**src/pkg/com_pkg.sv**
```systemverilog
// package: register map, output-byte fields, menu constants and timing for the output map block
package com_pkg;

	// ==========================================================================
	// register indices (byte address = 4 * index)
	// ==========================================================================
	localparam int          IDX_W            = 6;
	localparam logic [5:0]  IDX_CONTROL      = 6'h00;
	localparam logic [5:0]  IDX_PORT_FOUR    = 6'h01;
	localparam logic [5:0]  IDX_PD_FIRST     = 6'h02;
	localparam logic [5:0]  IDX_PD_LAST      = 6'h11;
	localparam logic [5:0]  IDX_STATUS       = 6'h18;
	localparam logic [5:0]  IDX_SETTING_BASE = 6'h20;
	localparam int          ADDR_LSB         = 2;

	// ==========================================================================
	// output byte 0 and byte 1 fields
	// ==========================================================================
	localparam int          BIT_STANDBY      = 0;
	localparam int          BIT_FORCED       = 1;
	localparam int          BIT_ISO_NC       = 2;
	localparam int          BIT_ISO_NO       = 3;
	localparam int          CTRL_USED_W      = 4;
	localparam int          BIT_P4_DOUT      = 6;
	localparam int          PD_BYTES         = 16;
	localparam logic [7:0]  BYTE_RESET       = 8'h00;

	// ==========================================================================
	// function selection menu
	// ==========================================================================
	localparam int          NUM_FUNC         = 15;
	localparam int          FIDX_W           = 4;
	localparam logic [3:0]  FIDX_FIRST       = 4'h0;
	localparam logic [3:0]  FIDX_LAST        = 4'he;
	// displayed function numbers, first entry shown on entry
	localparam logic [NUM_FUNC-1:0][6:0] FUNC_CODE = {
		7'h63, 7'h62, 7'h60, 7'h5a, 7'h51, 7'h50, 7'h29, 7'h28,
		7'h1e, 7'h10, 7'h0e, 7'h0d, 7'h06, 7'h03, 7'h00};

	typedef enum logic {MODE_MEASURE, MODE_SELECT} com_mode_t;

	// ==========================================================================
	// timing
	// ==========================================================================
	localparam int          CLK_PERIOD_NS    = 4;
	localparam int          TICK_NS          = 1000000;
	localparam int          TICK_CYCLES      = TICK_NS / CLK_PERIOD_NS;
	localparam int          TICKS_PER_S      = 1000;
	localparam int          SET_ENTER_S      = 3;
	localparam int          SET_EXIT_S       = 2;
	localparam int          HOLD_W           = 16;
	localparam logic [15:0] SET_ENTER_TICKS  = 16'(SET_ENTER_S * TICKS_PER_S);
	localparam logic [15:0] SET_EXIT_TICKS   = 16'(SET_EXIT_S * TICKS_PER_S);

	// AHB-Lite
	localparam logic [1:0]  HTRANS_NONSEQ    = 2'b10;
	localparam logic        HRESP_OKAY       = 1'b0;

endpackage : com_pkg

```
**src/rtl/com_output_map.sv**
```systemverilog
// top: AHB-Lite register bank decoding the cyclic output image, plus front-panel menu entry
//
// Implementation choice: the AHB-Lite slave port.
module com_output_map
	import com_pkg::*;
#(
	parameter int TICK_CYC = TICK_CYCLES
)
(
	input  wire logic                   clk,
	input  wire logic                   srst,
	input  wire logic                   hsel,
	input  wire logic [31:0]            haddr,
	input  wire logic [1:0]             htrans,
	input  wire logic                   hwrite,
	input  wire logic [2:0]             hsize,
	input  wire logic [31:0]            hwdata,
	input  wire logic                   hready,
	output logic                        hreadyout,
	output logic                        hresp,
	output logic [31:0]                 hrdata,
	input  wire logic                   valvePolarityNo,
	input  wire logic                   setBtnN,
	input  wire logic                   upBtnN,
	input  wire logic                   downBtnN,
	output logic                        standbyReq,
	output logic                        forcedStandbyReq,
	output logic                        proportionalRegulatorOn,
	output logic                        supplyValveOn,
	output logic                        port4DigitalOut,
	output logic [PD_BYTES*8-1:0]       port4ProcessData,
	output logic                        menuActive,
	output logic [FIDX_W-1:0]           functionIndex
);

	// ==========================================================================
	// bus address phase capture
	// ==========================================================================
	logic                   addrPhase;
	logic [IDX_W-1:0]       addrIdx;
	logic                   wrPend_reg;
	logic [IDX_W-1:0]       wrIdx_reg;

	assign addrPhase = hsel & hready & (htrans == HTRANS_NONSEQ);
	assign addrIdx   = haddr[ADDR_LSB +: IDX_W];

	// hsize is not checked: only whole-word single transfers are issued
	always_ff @(posedge clk) begin
		if (srst) begin
			wrPend_reg <= 1'b0;
			wrIdx_reg  <= '0;
		end else begin
			wrPend_reg <= addrPhase & hwrite;
			wrIdx_reg  <= addrIdx;
		end
	end

	// ==========================================================================
	// write decode
	// ==========================================================================
	logic                   upperZero;
	logic                   wrCtrl;
	logic                   wrPort4;
	logic                   wrPd;
	logic                   wrSet;
	logic [IDX_W-1:0]       pdOff;
	logic [IDX_W-1:0]       setOff;
	logic [7:0]             wByte;

	assign upperZero = (haddr[31:ADDR_LSB+IDX_W] == '0);
	assign wByte     = hwdata[7:0];
	assign wrCtrl    = wrPend_reg & (wrIdx_reg == IDX_CONTROL);
	assign wrPort4   = wrPend_reg & (wrIdx_reg == IDX_PORT_FOUR);
	assign wrPd      = wrPend_reg & (wrIdx_reg >= IDX_PD_FIRST) & (wrIdx_reg <= IDX_PD_LAST);
	assign pdOff     = wrIdx_reg - IDX_PD_FIRST;
	assign setOff    = wrIdx_reg - IDX_SETTING_BASE;
	assign wrSet     = wrPend_reg & (wrIdx_reg >= IDX_SETTING_BASE)
	                 & (setOff < IDX_W'(NUM_FUNC));

	// ==========================================================================
	// output bytes 0 and 1
	// ==========================================================================
	logic [CTRL_USED_W-1:0] ctrl_reg;
	logic                   p4Dout_reg;

	always_ff @(posedge clk) begin
		if (srst) begin
			ctrl_reg   <= '0;
			p4Dout_reg <= 1'b0;
		end else begin
			if (wrCtrl)
				ctrl_reg <= wByte[CTRL_USED_W-1:0];
			if (wrPort4)
				p4Dout_reg <= wByte[BIT_P4_DOUT];
		end
	end

	// ==========================================================================
	// request outputs and isolation valves
	// ==========================================================================
	logic polA_reg;
	logic polB_reg;
	logic regNext;
	logic valveNext;

	// nc: bit 2 drives both; no: bit 3 selects exhaust (valve on) or supply
	assign regNext   = polB_reg ? ~ctrl_reg[BIT_ISO_NO] : ctrl_reg[BIT_ISO_NC];
	assign valveNext = polB_reg ?  ctrl_reg[BIT_ISO_NO] : ctrl_reg[BIT_ISO_NC];

	always_ff @(posedge clk) begin
		if (srst) begin
			polA_reg                <= 1'b0;
			polB_reg                <= 1'b0;
			standbyReq              <= 1'b0;
			forcedStandbyReq        <= 1'b0;
			proportionalRegulatorOn <= 1'b0;
			supplyValveOn           <= 1'b0;
			port4DigitalOut         <= 1'b0;
		end else begin
			polA_reg                <= valvePolarityNo;
			polB_reg                <= polA_reg;
			standbyReq              <= ctrl_reg[BIT_STANDBY];
			forcedStandbyReq        <= ctrl_reg[BIT_FORCED];
			proportionalRegulatorOn <= regNext;
			supplyValveOn           <= valveNext;
			port4DigitalOut         <= p4Dout_reg;
		end
	end

	// ==========================================================================
	// process data and function settings, one register per entry
	// ==========================================================================
	logic [PD_BYTES-1:0][7:0] pd_reg;
	logic [7:0]               setting_reg [NUM_FUNC];

	genvar g;
	generate
		for (g = 0; g < PD_BYTES; g++) begin : gPd
			always_ff @(posedge clk) begin
				if (srst)
					pd_reg[g] <= BYTE_RESET;
				else if (wrPd && pdOff == IDX_W'(g))
					pd_reg[g] <= wByte;
			end
		end
		for (g = 0; g < NUM_FUNC; g++) begin : gSet
			always_ff @(posedge clk) begin
				if (srst)
					setting_reg[g] <= BYTE_RESET;
				else if (wrSet && setOff == IDX_W'(g))
					setting_reg[g] <= wByte;
			end
		end
	endgenerate

	assign port4ProcessData = pd_reg;

	// ==========================================================================
	// millisecond tick and buttons
	// ==========================================================================
	logic [31:0]       tickCnt_reg;
	logic              tick_reg;
	logic              setLong;
	logic              upPress;
	logic              downPress;
	logic [HOLD_W-1:0] setLimit;
	com_mode_t         mode_reg;

	always_ff @(posedge clk) begin
		if (srst || tick_reg) begin
			tickCnt_reg <= '0;
			tick_reg    <= 1'b0;
		end else begin
			tickCnt_reg <= tickCnt_reg + 1'b1;
			tick_reg    <= (tickCnt_reg == 32'(TICK_CYC - 2));
		end
	end

	// the hold already counted past the entry time cannot also trigger exit
	assign setLimit = (mode_reg == MODE_MEASURE) ? SET_ENTER_TICKS : SET_EXIT_TICKS;

	com_button uSet (
		.clk        (clk),
		.srst       (srst),
		.tick       (tick_reg),
		.btnRawN    (setBtnN),
		.holdLimit  (setLimit),
		.pressPulse (),
		.longPulse  (setLong)
	);

	com_button uUp (
		.clk        (clk),
		.srst       (srst),
		.tick       (tick_reg),
		.btnRawN    (upBtnN),
		.holdLimit  ('1),
		.pressPulse (upPress),
		.longPulse  ()
	);

	com_button uDown (
		.clk        (clk),
		.srst       (srst),
		.tick       (tick_reg),
		.btnRawN    (downBtnN),
		.holdLimit  ('1),
		.pressPulse (downPress),
		.longPulse  ()
	);

	// ==========================================================================
	// menu state machine
	// ==========================================================================
	logic [FIDX_W-1:0] fidxUp;
	logic [FIDX_W-1:0] fidxDown;

	assign fidxUp   = (functionIndex == FIDX_LAST)  ? FIDX_FIRST : functionIndex + 1'b1;
	assign fidxDown = (functionIndex == FIDX_FIRST) ? FIDX_LAST  : functionIndex - 1'b1;

	always_ff @(posedge clk) begin
		if (srst) begin
			mode_reg      <= MODE_MEASURE;
			menuActive    <= 1'b0;
			functionIndex <= FIDX_FIRST;
		end else begin
			unique case (mode_reg)
				MODE_MEASURE: begin
					if (setLong) begin
						mode_reg      <= MODE_SELECT;
						menuActive    <= 1'b1;
						functionIndex <= FIDX_FIRST;
					end
				end
				MODE_SELECT: begin
					if (setLong) begin
						mode_reg   <= MODE_MEASURE;
						menuActive <= 1'b0;
					end else if (upPress && !downPress)
						functionIndex <= fidxUp;
					else if (downPress && !upPress)
						functionIndex <= fidxDown;
				end
			endcase
		end
	end

	// ==========================================================================
	// read path: data registered in the address phase, zero wait states
	// ==========================================================================
	logic [IDX_W-1:0] rdSetOff;
	logic             rdSetHit;
	logic [7:0]       rdSetVal;
	logic [31:0]      rdMux;

	assign rdSetOff = addrIdx - IDX_SETTING_BASE;
	assign rdSetHit = (addrIdx >= IDX_SETTING_BASE) & (rdSetOff < IDX_W'(NUM_FUNC));
	// forward a write still in its data phase so back-to-back read sees it
	assign rdSetVal = (wrSet && setOff == rdSetOff) ? wByte
	                : setting_reg[rdSetOff[FIDX_W-1:0]];
	assign rdMux    = !upperZero                ? 32'h0000_0000
	                : (addrIdx == IDX_STATUS)   ? {16'h0000, 1'b0, FUNC_CODE[functionIndex],
	                                               3'b000, functionIndex, menuActive}
	                : rdSetHit                  ? {24'h00_0000, rdSetVal}
	                :                             32'h0000_0000;

	always_ff @(posedge clk) begin
		if (srst) begin
			hrdata    <= 32'h0000_0000;
			hreadyout <= 1'b0;
			hresp     <= HRESP_OKAY;
		end else begin
			hreadyout <= 1'b1;
			hresp     <= HRESP_OKAY;
			if (addrPhase && !hwrite)
				hrdata <= rdMux;
		end
	end

	// ==========================================================================
	// checks
	// ==========================================================================
	a_standby_write: assert property (@(posedge clk) disable iff (srst)
		wrCtrl |=> ##1 standbyReq == $past(wByte[BIT_STANDBY], 2))
		else $error("standby request does not follow byte 0 bit 0");

	a_forced_write: assert property (@(posedge clk) disable iff (srst)
		wrCtrl |=> ##1 forcedStandbyReq == $past(wByte[BIT_FORCED], 2))
		else $error("forced standby does not follow byte 0 bit 1");

	a_nc_isolation: assert property (@(posedge clk) disable iff (srst)
		!polB_reg |=> proportionalRegulatorOn == $past(ctrl_reg[BIT_ISO_NC])
		           && supplyValveOn == $past(ctrl_reg[BIT_ISO_NC]))
		else $error("nc isolation outputs wrong");

	a_no_isolation: assert property (@(posedge clk) disable iff (srst)
		polB_reg |=> proportionalRegulatorOn != supplyValveOn
		          && supplyValveOn == $past(ctrl_reg[BIT_ISO_NO]))
		else $error("no isolation outputs wrong");

	a_port4_dout: assert property (@(posedge clk) disable iff (srst)
		wrPort4 |=> ##1 port4DigitalOut == $past(wByte[BIT_P4_DOUT], 2))
		else $error("port 4 digital output does not follow byte 1 bit 6");

	a_pd_passthru: assert property (@(posedge clk) disable iff (srst)
		wrPd && pdOff == '0 |=> port4ProcessData[7:0] == $past(wByte))
		else $error("first process data byte not forwarded");

	a_menu_enter: assert property (@(posedge clk) disable iff (srst)
		mode_reg == MODE_MEASURE && setLong |=> menuActive && functionIndex == FIDX_FIRST)
		else $error("long set press did not enter selection");

	a_menu_step: assert property (@(posedge clk) disable iff (srst)
		mode_reg == MODE_SELECT && !setLong && upPress && !downPress
		|=> functionIndex != $past(functionIndex))
		else $error("up press did not step the function");

	a_menu_exit: assert property (@(posedge clk) disable iff (srst)
		mode_reg == MODE_SELECT && setLong |=> !menuActive ##1 !menuActive)
		else $error("long set press did not leave selection");

	a_setting_isolated: assert property (@(posedge clk) disable iff (srst)
		!(wrSet && setOff == '0) |=> $stable(setting_reg[0]))
		else $error("setting 0 changed by another write");

	a_reserved_ignored: assert property (@(posedge clk) disable iff (srst)
		wrCtrl |=> ctrl_reg == $past(wByte[CTRL_USED_W-1:0]))
		else $error("control byte store wrong");

endmodule : com_output_map

```
**src/rtl/com_button.sv**
```systemverilog
// front-panel button: pin synchroniser, press edge and once-per-hold long-press detector
module com_button
	import com_pkg::*;
(
	input  wire logic              clk,
	input  wire logic              srst,
	input  wire logic              tick,
	input  wire logic              btnRawN,
	input  wire logic [HOLD_W-1:0] holdLimit,
	output logic                   pressPulse,
	output logic                   longPulse
);

	// ==========================================================================
	// synchroniser and edge
	// ==========================================================================
	logic              syncA_reg;
	logic              syncB_reg;
	logic              prev_reg;
	logic [HOLD_W-1:0] hold_reg;
	logic              fired_reg;
	logic              held;
	logic              reach;

	assign held  = ~syncB_reg;
	assign reach = held & ~fired_reg & (hold_reg >= holdLimit);

	always_ff @(posedge clk) begin
		if (srst) begin
			syncA_reg <= 1'b1;
			syncB_reg <= 1'b1;
			prev_reg  <= 1'b0;
		end else begin
			syncA_reg <= btnRawN;
			syncB_reg <= syncA_reg;
			prev_reg  <= held;
		end
	end

	// ==========================================================================
	// hold counter; fires once, so a long hold cannot re-trigger
	// ==========================================================================
	always_ff @(posedge clk) begin
		if (srst || !held) begin
			hold_reg  <= '0;
			fired_reg <= 1'b0;
		end else begin
			if (tick && hold_reg != '1)
				hold_reg <= hold_reg + 1'b1;
			if (reach)
				fired_reg <= 1'b1;
		end
	end

	always_ff @(posedge clk) begin
		if (srst) begin
			pressPulse <= 1'b0;
			longPulse  <= 1'b0;
		end else begin
			pressPulse <= held & ~prev_reg;
			longPulse  <= reach;
		end
	end

endmodule : com_button

```
**config.mk**
```make
export PLATFORM = sky130hd
export DESIGN_NAME = com_output_map
export DESIGN_NICKNAME = d
export VERILOG_FILES = /design/src/pkg/com_pkg.sv /design/src/rtl/com_output_map.sv /design/src/rtl/com_button.sv
export SDC_FILE = /design/constraint.sdc
export NUM_CORES = 1
export LEC_CHECK = 0
export CORE_MARGIN = 10
export CORE_UTILIZATION = 57
export CTS_CLUSTER_DIAMETER = 120
export DETAILED_ROUTE_END_ITERATION = 8
export DONT_BUFFER_PORTS = 1
export HOLD_SLACK_MARGIN = 0.02
export PLACE_DENSITY = 0.74
export SLEW_MARGIN = 20
export SYNTH_ARGS = -nofsm -noshare
export SYNTH_HDL_FRONTEND = slang
export SYNTH_SLANG_ARGS = --single-unit
```
**constraint.sdc**
```tcl
create_clock -name clk -period 2.65 [get_ports clk]
set_input_delay 0.53 -clock clk [delete_from_list [all_inputs] [get_ports clk]]
set_output_delay 0.53 -clock clk [all_outputs]
set_load 0.02 [all_outputs]
```
==> results of run 1 <==
[area by class of cell]
class | count | area share
Clock inverter | 12 | 0.00628
Multi-Input combinational cell | 957 | 0.391
Clock buffer | 53 | 0.0630
Timing Repair Buffer | 49 | 0.0215
Inverter | 26 | 0.00570
Sequential cell | 357 | 0.487
Tap cell | 341 | 0.0249
[power groups by stage]
stage	clock, mW	sequential (mW)	combinational [mW]
CTS	5.13	5.77	0.361
finish	5.04	5.77	0.364
floorplan	0	5.88	0.407
global placement	0	5.89	0.352
detailed placement	0	5.89	0.360
global route	5.36	5.78	0.392
[routing by layer]
layer,vias up,part of all wire,global-route usage
met5,-,0,0
met2,418,0.46,0.342
li1,4954,-,-
met4,0,0.022,0.0585
met3,58,0.12,0.0858
met1,5011,0.40,0.265
[critical path: cells and delay by family (launching register included)]
family / cells / cell delay [ns]
adder cells (fa/ha/maj): 1 / 0.26
AO/OA/AOI/OAI: 2 / 0.82
buffers and inverters: 2 / 0.34
AND/OR/NAND/NOR: 3 / 0.33
flip-flops: 1 / 0.45
multiplexers: 1 / 0.17
[cells by family after synthesis]
family,share of synthesized area
AND/OR/NAND/NOR,0.201
flip-flops,0.536
multiplexers,0.126
buffers and inverters,0.0371
AO/OA/AOI/OAI,0.0550
XOR/XNOR,0.0270
adder cells (fa/ha/maj),0.0169
other,0.000241
[worst min path at each step]
stage,depth (start not counted),to
3_3_place_gp,1,uUp.pressPulse
2_1_floorplan,1,uDown.pressPulse
5_1_grt,1,standbyReq
4_1_cts,1,port4ProcessData[115]
6_report,1,port4ProcessData[115]
3_5_place_dp,1,uUp.pressPulse
[placed cells by master, fill, tap and decap left out, types with 19 or more instances in the layout]
master / Yosys / final
clkbuf_16: 0 / 39
xnor2_1: 29 / 29
xor2_1: 19 / 19
dfxtp_1: 237 / 236
nand2_1: 40 / 40
nor2b_1: 22 / 22
o21ai_0: 30 / 24
nor2_1: 238 / 238
inv_1: 25 / 25
mux2i_1: 142 / 142
nand3_1: 29 / 29
and2_1: 122 / 122
edfxtp_1: 120 / 120
mux4_2: 24 / 24
ha_1: 21 / 21
nor3_1: 29 / 29
buf_4: 21 / 49
[what timing repair did]
action	4_1_cts	5_1_grt
buffers inserted	0	1
gates resized for setup	0	1
setup endpoints to repair	0	3
==> results.md, run 1 <==
- CTS Hold Buffers Added: 0
- Unrepaired setup endpoints after global routing: false
- Yosys top cell area share: 0.305
- Max_cap viols: 0
- Die area: 34300 sq um
- CP Cell Sequence: inv_1, ha_1, and3b_1, o22a_1, o311ai_2, nor3_4, buf_4, mux2i_1, nor2_1
- Register area share after synthesis: 0.536
- Dominant cell type by area after synthesis: dfxtp_1
- LEAKAGE: 6.60 nW
- Max reg flops: 128
- Diode count: 0
- Syn Std Cell Area: 15600 sq um
- Final min period: 2.48 ns
- Switch Pwr: 2.35 mW
- Drt initial violations: 801
- Startpoint types: flip-flop
- Yosys reg bits: 357
- Vias in the first global route: 10409
- CP arrival: 2.88 ns
- Overall Power: 11.2 mW
- Slew Viols, Final: 0
- Filler cells: 2124
- Hold crit path type: input pin to flip-flop
- Placed Area: 15900 sq um
- Residual DRC: 0
- Place WS: 0.205 ns
- Share of post-route cells with drive strength above 1: 0.118
- # clock sinks: 357
- Fmax: 404 MHz
- CTS tree: yes
- Critical path class: flip-flop to flip-flop
- Sequential share of power: 0.517
- WL/cell: 20.9 microns
- Die width: 185 microns
- Io pins: 250
- Count of input and output buffers: 0
- Synth unique cells: 77
- Area of the multi-input gates: 6710 sq um
- Final non-filler cell total: 1795
- CP endpoint: port4ProcessData[58]
- H-tree depth: 2
- Largest net degree at the start of global routing: 205
- Worst-path maximum fanout: 8
- Worst R2R Start: wrIdx_reg[2]
- Clk_skew: 0.0191 ns
- CP max-delay cell: o311ai_2
- Chip height: 185 microns
- Final period utilization: 0.934
- Data required, critical path: 3.05 ns
- Area Overhead vs Synth: 10.1%
- GRT Total Usage: 0.215
- Final WS setup: 0.174 ns
- Count leader, synth: nor2_1
- RR Endpoint: port4ProcessData[58]
- R2r worst-path depth: 9
- Clk root buf: clkbuf_16
- Initial antenna violation count: 0
- Clk slew on worst S/H paths: 0.06 ns
- Post-synth EDFFs: 120
- Slew headroom: 0.278
- Largest stage delay, worst path: 0.53 ns
- Total wire length: 37400 microns
- Cell count after synthesis: 1423
- Setup Viol. Count Final: 0
- TritonRoute pass-1 iters: 6
- Setup slack, reg-to-reg: 0.17 ns
- Accumulated negative setup slack: 0 ns
- Nets@finish: 1528
- Final Hold Vio Count: 0
- Post-route ant nets: 0
- Reg area: 8350 sq um
- Skew-Pair Late Insertion Delay: 0.52 ns
- Sw frac: 0.210
- Detailed placer's ending HPWL: 25100 microns
- Hold Path Origin: srst
- GP Congestion: 0.880
- Max Root-Sink Buffers: 3
- Power per cell area: 652 nW/um^2
- Critical path endpoint category: flip-flop
- Worst slew pin tran: 1.07 ns
- Synth warnings: 0
- Status: complete, no violations
- Util after Layout: 0.638
- Design area: 17100 sq um
- Mapped Avg Cell Area: 10.9 sq um
- Via count: 10441
- Vias per inst: 5.82
- Post-synth top cells: 238 x nor2_1, 237 x dfxtp_1, 142 x mux2i_1
- Worst hold slack: 0.0993 ns
- Worst vdd ir: 0.528 mV
- Top cells by area, synth: dfxtp_1 30%, edfxtp_1 23%, mux2i_1 9.1%
- Gr ovfl total: 0
- Site row count: 60
- Placed insts: 1729
- Clock share of power: 0.451
- Main synth FF type: dfxtp_1
- Global-route wire length before repair: 58400 microns
- Async S/R FF share, synth: 0
- Logic pwr share: 0.033
- CTS Buf Count: 38
- Initial Utilization: 0.579
- CORE AREA: 26900 sq um
- Crit path launch: wrIdx_reg[2]
- Internal: 8.83 mW
(Power assumes the default switching activity.)
==> run 2: changes to the inputs <==
- CELL_PAD_IN_SITES_DETAIL_PLACEMENT: not set -> 0
- CELL_PAD_IN_SITES_GLOBAL_PLACEMENT: not set -> 1
- CORE_UTILIZATION: 57 -> 45
- SLEW_MARGIN: 20 -> 25
==> run 2 against run 1 <==
  * Via count decreased by 1.9%
  * Utilization decreased by 13 points
  * Clock power increased by 5.0%
  * Global-route usage decreased by 3.1 points
  * Sequential power about the same
  * Die area increased by 24%
  * Flip-flop and latch count unchanged
  * Final cell count increased by 6.9%
  * Clock-buffer cell count increased by 4
==> results.md, run 2 (synthesized netlist as in run 1, its figures left out) <==
- Detailed placer's ending HPWL: 26000 microns (+3.9%)
- Clk_skew: 0.0199 ns (+0.000832 ns)
- Util after Layout: 0.506 (-0.132)
- Worst Hold End: port4ProcessData[112]
- Post-cts gate resize count: 0 (unchanged)
- Via count: 10244 (-1.9%)
- Final period utilization: 0.944 (+0.00911)
- GP Congestion: 0.826 (-6.2%)
- Io pins: 250 (unchanged)
- Share of post-route cells with drive strength above 1: 0.122 (+0.00406)
- Max_cap viols: 0 (unchanged)
- Vias in the first global route: 10366 (-0.41%)
- Clk slew on worst S/H paths: 0.06 ns (about the same)
- Accumulated negative setup slack: 0 ns (unchanged)
- Hold path cells: 1 (unchanged)
- Residual DRC: 0 (unchanged)
- Initial antenna violation count: 0 (unchanged)
- Largest net degree at the start of global routing: 205 (unchanged)
- # clock sinks: 357 (unchanged)
- Overall Power: 11.4 mW (+2.4%)
- Count of input and output buffers: 0 (unchanged)
- Die area: 42400 sq um (+24%)
- CP Buf/Inv Count: 2 (unchanged)
- LEAKAGE: 6.66 nW (+0.86%)
- Worst-path maximum fanout: 6 (-2)
- Chip height: 206 microns (+11%)
- Max reg flops: 128 (unchanged)
- Most common cell after layout, fill and taps aside: nor2_1
- Commonest non-fill, non-tap cells in the layout: 238 x nor2_1, 237 x dfxtp_1, 142 x mux2i_1
- Fmax: 400 MHz (-0.97%)
- Hold crit path type: input pin to flip-flop
- Global-route wire length before repair: 60800 microns (+4.0%)
- CP max-delay cell: dfxtp_1
- Max Root-Sink Buffers: 3 (unchanged)
- Diode count: 0 (unchanged)
- Largest stage delay, worst path: 0.48 ns (-0.05 ns)
- H-tree depth: 2 (unchanged)
- Critical path class: flip-flop to flip-flop
- Startpoint types: flip-flop
- Slew headroom: 0.563 (+0.285)
- Drt initial violations: 592 (-26%)
- Vias per inst: 5.34 (-8.2%)
- Hold Path Origin: srst
- WL/cell: 20.5 microns (-1.8%)
- TritonRoute pass-1 iters: 5 (-1)
- Site row count: 68 (+13%)
- CP Cell Sequence: inv_1, ha_1, and3_1, nand2_1, a32oi_1, nor2_1, inv_1, ha_1, nor3b_1, o32ai_1
- CTS Buf Count: 38 (unchanged)
- Kind of cell adding the most delay to the critical path: simple AND/OR/NAND/NOR gates
- Worst slew pin tran: 0.651 ns (-0.421 ns)
- Final WS setup: 0.150 ns (-0.0241 ns)
- Die width: 206 microns (+11%)
- Final min period: 2.50 ns (+0.0241 ns)
- Setup slack, reg-to-reg: 0.15 ns (-0.02 ns)
- Area Overhead vs Synth: 11.8%
- Place WS: 0.0912 ns (-0.113 ns)
- Filler cells: 3157 (+49%)
- Total wire length: 39300 microns (+4.9%)
- CORE AREA: 34400 sq um (+28%)
- CP arrival: 2.94 ns (+0.06 ns)
- Power per cell area: 658 nW/um^2 (+0.82%)
- CTS tree: yes
- Status: complete, no violations
- Critical path endpoint category: flip-flop
- Post-route ant nets: 0 (unchanged)
- Worst vdd ir: 0.501 mV (-5.1%)
- Nets@finish: 1534 (+0.39%)
- Setup Viol. Count Final: 0 (unchanged)
- Data required, critical path: 3.08 ns (+0.03 ns)
- Gr ovfl total: 0 (unchanged)
- Worst R2R Start: functionIndex[0]
- Unrepaired setup endpoints after global routing: false
- Clk root buf: clkbuf_16
- Final Hold Vio Count: 0 (unchanged)
- R2r worst-path depth: 10 (+1)
- Slew Viols, Final: 0 (unchanged)
- Initial Utilization: 0.453 (-0.126)
- Skew-Pair Late Insertion Delay: 0.54 ns (+0.02 ns)
- GRT Total Usage: 0.184 (-0.0306)
## run 2: cell type report
class | count | area [sq um] | area share
repair buffers | 55 | 425 | 0.0245
well taps | 455 | 569 | 0.0327
multi-input cells | 957 | 6710 | 0.386
clock inverters | 11 | 143 | 0.00820
inverters | 26 | 97.6 | 0.00561
flip-flops and latches | 357 | 8350 | 0.480
clock buffers | 57 | 1110 | 0.0636
## run 2: repair_timing
item | CTS | global route
endpoints found under the hold margin | 0 | 0
endpoints found under the setup margin | 0 | 8
buffers inserted | 0 | 1
hold buffers | 0 | 0
## run 2: how the worst max path moves through the flow
stage                startpoint                     to  cells past startpoint
2_1_floorplan      wrIdx_reg[1]   port4ProcessData[15]                      8
4_1_cts            wrIdx_reg[1]  port4ProcessData[117]                      9
6_report       functionIndex[0]              flip-flop                     10
5_1_grt        functionIndex[0]              flip-flop                      8
3_3_place_gp       wrIdx_reg[2]  port4ProcessData[113]                      9
3_5_place_dp       wrIdx_reg[1]  port4ProcessData[117]                      9
## run 2: per-stage QoR
stage,cells,instance area (sq um),hold WS (ns)
finish,1918,17400,0.0790
global route,1918,17400,0.0572
CTS,1917,17400,0.0455
detailed placement,1849,16100,0.378
global placement,1849,16100,0.372
floorplan,1440,15600,0.367
## run 2: power breakdown
| group | switching [mW] | internal (mW) |
|---|---|---|
| combinational | 0.222 | 0.156 |
| clock | 2.11 | 3.18 |
| sequential | 0.0375 | 5.73 |
| total | 2.37 | 9.07 |
## run 2: metal layers
| metal | part of all wire | wire length, microns | GRT usage | vias to the layer above |
|---|---|---|---|---|
| li1 | - | - | - | 4954 |
| met1 | 0.41 | 16300 | 0.225 | 4937 |
| met2 | 0.45 | 17700 | 0.288 | 304 |
| met3 | 0.11 | 4480 | 0.0824 | 49 |
| met4 | 0.021 | 807 | 0.0563 | 0 |
| met5 | 0 | 0 | 0 | - |
==> run 3: changes to the inputs <==
- CORE_UTILIZATION: 45 -> 47
- CTS_BUF_LIST: not set -> sky130_fd_sc_hd__clkbuf_4
- PLACE_DENSITY: 0.74 -> 0.77
==> run 3 against run 2 <==
  * The flow now finishes with violations (negative hold slack)
  * Clock skew rose by 0.018 ns
  * Largest cell class unchanged
  * Cell area is 3.2% higher
  * Die area shrank 3.8%
  * Combinational power increased by 37%
  * Sequential power is essentially flat
  * Setup slack improved by 0.089 ns
  * Critical path depth shrank 1
  * Largest power group unchanged
==> results.md, run 3 (synthesized netlist as in run 1, its figures left out) <==
- WL/cell: 19.8 microns (-3.6%)
- Worst vdd ir: 0.356 mV (-29%)
- Startpoint types: flip-flop
- Via count: 10886 (+6.3%)
- Final period utilization: 0.910 (-0.0336)
- Worst-path maximum fanout: 10 (+4)
- Util after Layout: 0.550 (+0.0443)
- Nets@finish: 1651 (+7.6%)
- Max reg flops: 128 (unchanged)
- Critical path endpoint category: flip-flop
- Site row count: 66 (-2.9%)
- R2r worst-path depth: 9 (-1)
- Hold path cells: 1 (unchanged)
- Final Hold Vio Count: 35 (+35)
- Chip height: 202 microns (-1.9%)
- Setup slack, reg-to-reg: 0.24 ns (+0.09 ns)
- Initial antenna violation count: 1 (+1)
- Drt initial violations: 677 (+14%)
- Share of post-route cells with drive strength above 1: 0.168 (+0.0466)
- Overall Power: 10.7 mW (-6.3%)
- Die width: 202 microns (-1.9%)
- Violated checks: negative hold slack
- Vias per inst: 5.27 (-1.3%)
- CTS tree: yes
- Post-route ant nets: 0 (unchanged)
- Slew Viols, Final: 0 (unchanged)
- Final non-filler cell total: 2066 (+7.7%)
- Hold crit path type: input pin to flip-flop
- Status: complete, but fails checks
- Data required, critical path: 3.27 ns (+0.19 ns)
- GRT Total Usage: 0.198 (+0.0134)
- Hold Path Origin: srst
- Clk_skew: 0.0379 ns (+0.0180 ns)
- Count of input and output buffers: 0 (unchanged)
- Worst R2R Start: mode_reg
- Critical path class: flip-flop to flip-flop
- Residual DRC: 0 (unchanged)
- Vias in the first global route: 10928 (+5.4%)
- Initial Utilization: 0.477 (+0.0243)
- CP arrival: 3.03 ns (+0.09 ns)
- Clk root buf: clkbuf_4
- CP Cell Sequence: inv_1, ha_1, nor2_1, o21ai_0, o2bb2ai_1, nor2_1, buf_4, nor2_1, dlygate4sd3_1
- Gr ovfl total: 0 (unchanged)
- Worst Hold End: port4ProcessData[117]
- Most common cell after layout, fill and taps aside: nor2_1
- # clock sinks: 357 (unchanged)
- Commonest non-fill, non-tap cells in the layout: 237 x nor2_1, 236 x dfxtp_1, 142 x mux2i_1
- Accumulated negative setup slack: 0 ns (unchanged)
- Total wire length: 40800 microns (+3.9%)
- Fmax: 415 MHz (+3.7%)
- TritonRoute pass-1 iters: 7 (+2)
- Final min period: 2.41 ns (-0.0891 ns)
- Global-route wire length before repair: 63600 microns (+4.7%)
- Skew-Pair Late Insertion Delay: 0.74 ns (+0.20 ns)
- Die area: 40800 sq um (-3.8%)
- Io pins: 250 (unchanged)
- Largest stage delay, worst path: 0.55 ns (+0.07 ns)
- CORE AREA: 32600 sq um (-5.1%)
- Power per cell area: 597 nW/um^2 (-9.2%)
- Area Overhead vs Synth: 15.4%
- RR Endpoint: functionIndex[2]
- H-tree depth: 3 (+1)
- CTS Hold Buffers Added: 61 (+61)
- Placed insts: 1839 (-0.54%)
- CP max-delay cell: dlygate4sd3_1
- CTS Buf Count: 90 (+140%)
- Clk slew on worst S/H paths: 0.07 ns (about the same)
- Max_cap viols: 0 (unchanged)
- CP most frequent cell: nor2_1
- Slew headroom: 0.443 (-0.120)
- Unrepaired setup endpoints after global routing: false
- Worst hold slack: -0.114 ns (-0.193 ns)
- Worst slew pin tran: 0.829 ns (+0.178 ns)
- Max Root-Sink Buffers: 3 (unchanged)
- GP Congestion: 0.807 (-2.3%)
- LEAKAGE: 7.11 nW (+6.7%)
- Setup Viol. Count Final: 0 (unchanged)
- Largest net degree at the start of global routing: 205 (unchanged)
- Detailed placer's ending HPWL: 25900 microns (-0.40%)
-- run 3: area by class of cell --
cell class	count	area [sq um]
fillers	2909	14700
flip-flops and latches	357	8350
multi-input cells	957	6710
repair buffers	120	1130
clock buffers	128	961
well taps	442	553
clock inverters	34	141
inverters	26	97.6
diodes	2	5.00
-- run 3: worst max-delay path by stage --
stage | from | to | slack (ns) | depth (start not counted)
after floorplan | wrIdx_reg[1] | port4ProcessData[15] | 0.09 | 8
after global placement | wrIdx_reg[2] | port4ProcessData[116] | 0.14 | 9
after detailed placement | wrIdx_reg[2] | port4ProcessData[117] | 0.08 | 9
after CTS | wrIdx_reg[2] | port4ProcessData[119] | 0.05 | 9
after global routing | wrIdx_reg[2] | port4ProcessData[127] | 0.04 | 8
final | mode_reg | functionIndex[2] | 0.24 | 9
-- run 3: layer usage --
| layer | global-route usage | wire, microns |
|---|---|---|
| met4 | 0.0668 | 706 |
| met1 | 0.238 | 17000 |
| met5 | 0 | 0 |
| met3 | 0.0944 | 4600 |
| met2 | 0.304 | 18500 |
-- run 3: per-stage QoR --
step,setup WS (ns),cell area (sq um)
after floorplan,0.0923,15600
after global placement,0.136,16100
after detailed placement,0.0786,16100
after CTS,0.0502,17900
after global routing,0.0382,18000
final,0.239,18000
-- run 3: worst max-delay path, delay by kind of cell (launching register included) --
kind            cells  cell delay (ns)
buf+inv             3             0.89
compound gates      2             0.48
flops               1             0.39
simple gates        3             0.35
fa+ha+maj           1             0.22
-- run 3: where the power goes --
part	switching [mW]	internal, mW
combinational	0.314	0.205
sequential	0.0366	5.73
clock	2.20	2.24
-- run 3: timing repair --
item / CTS / global route
resized for setup: 0 / 3
buffers inserted: 0 / 2
setup endpoints to repair: 0 / 14
endpoints found under the hold margin: 305 / 139
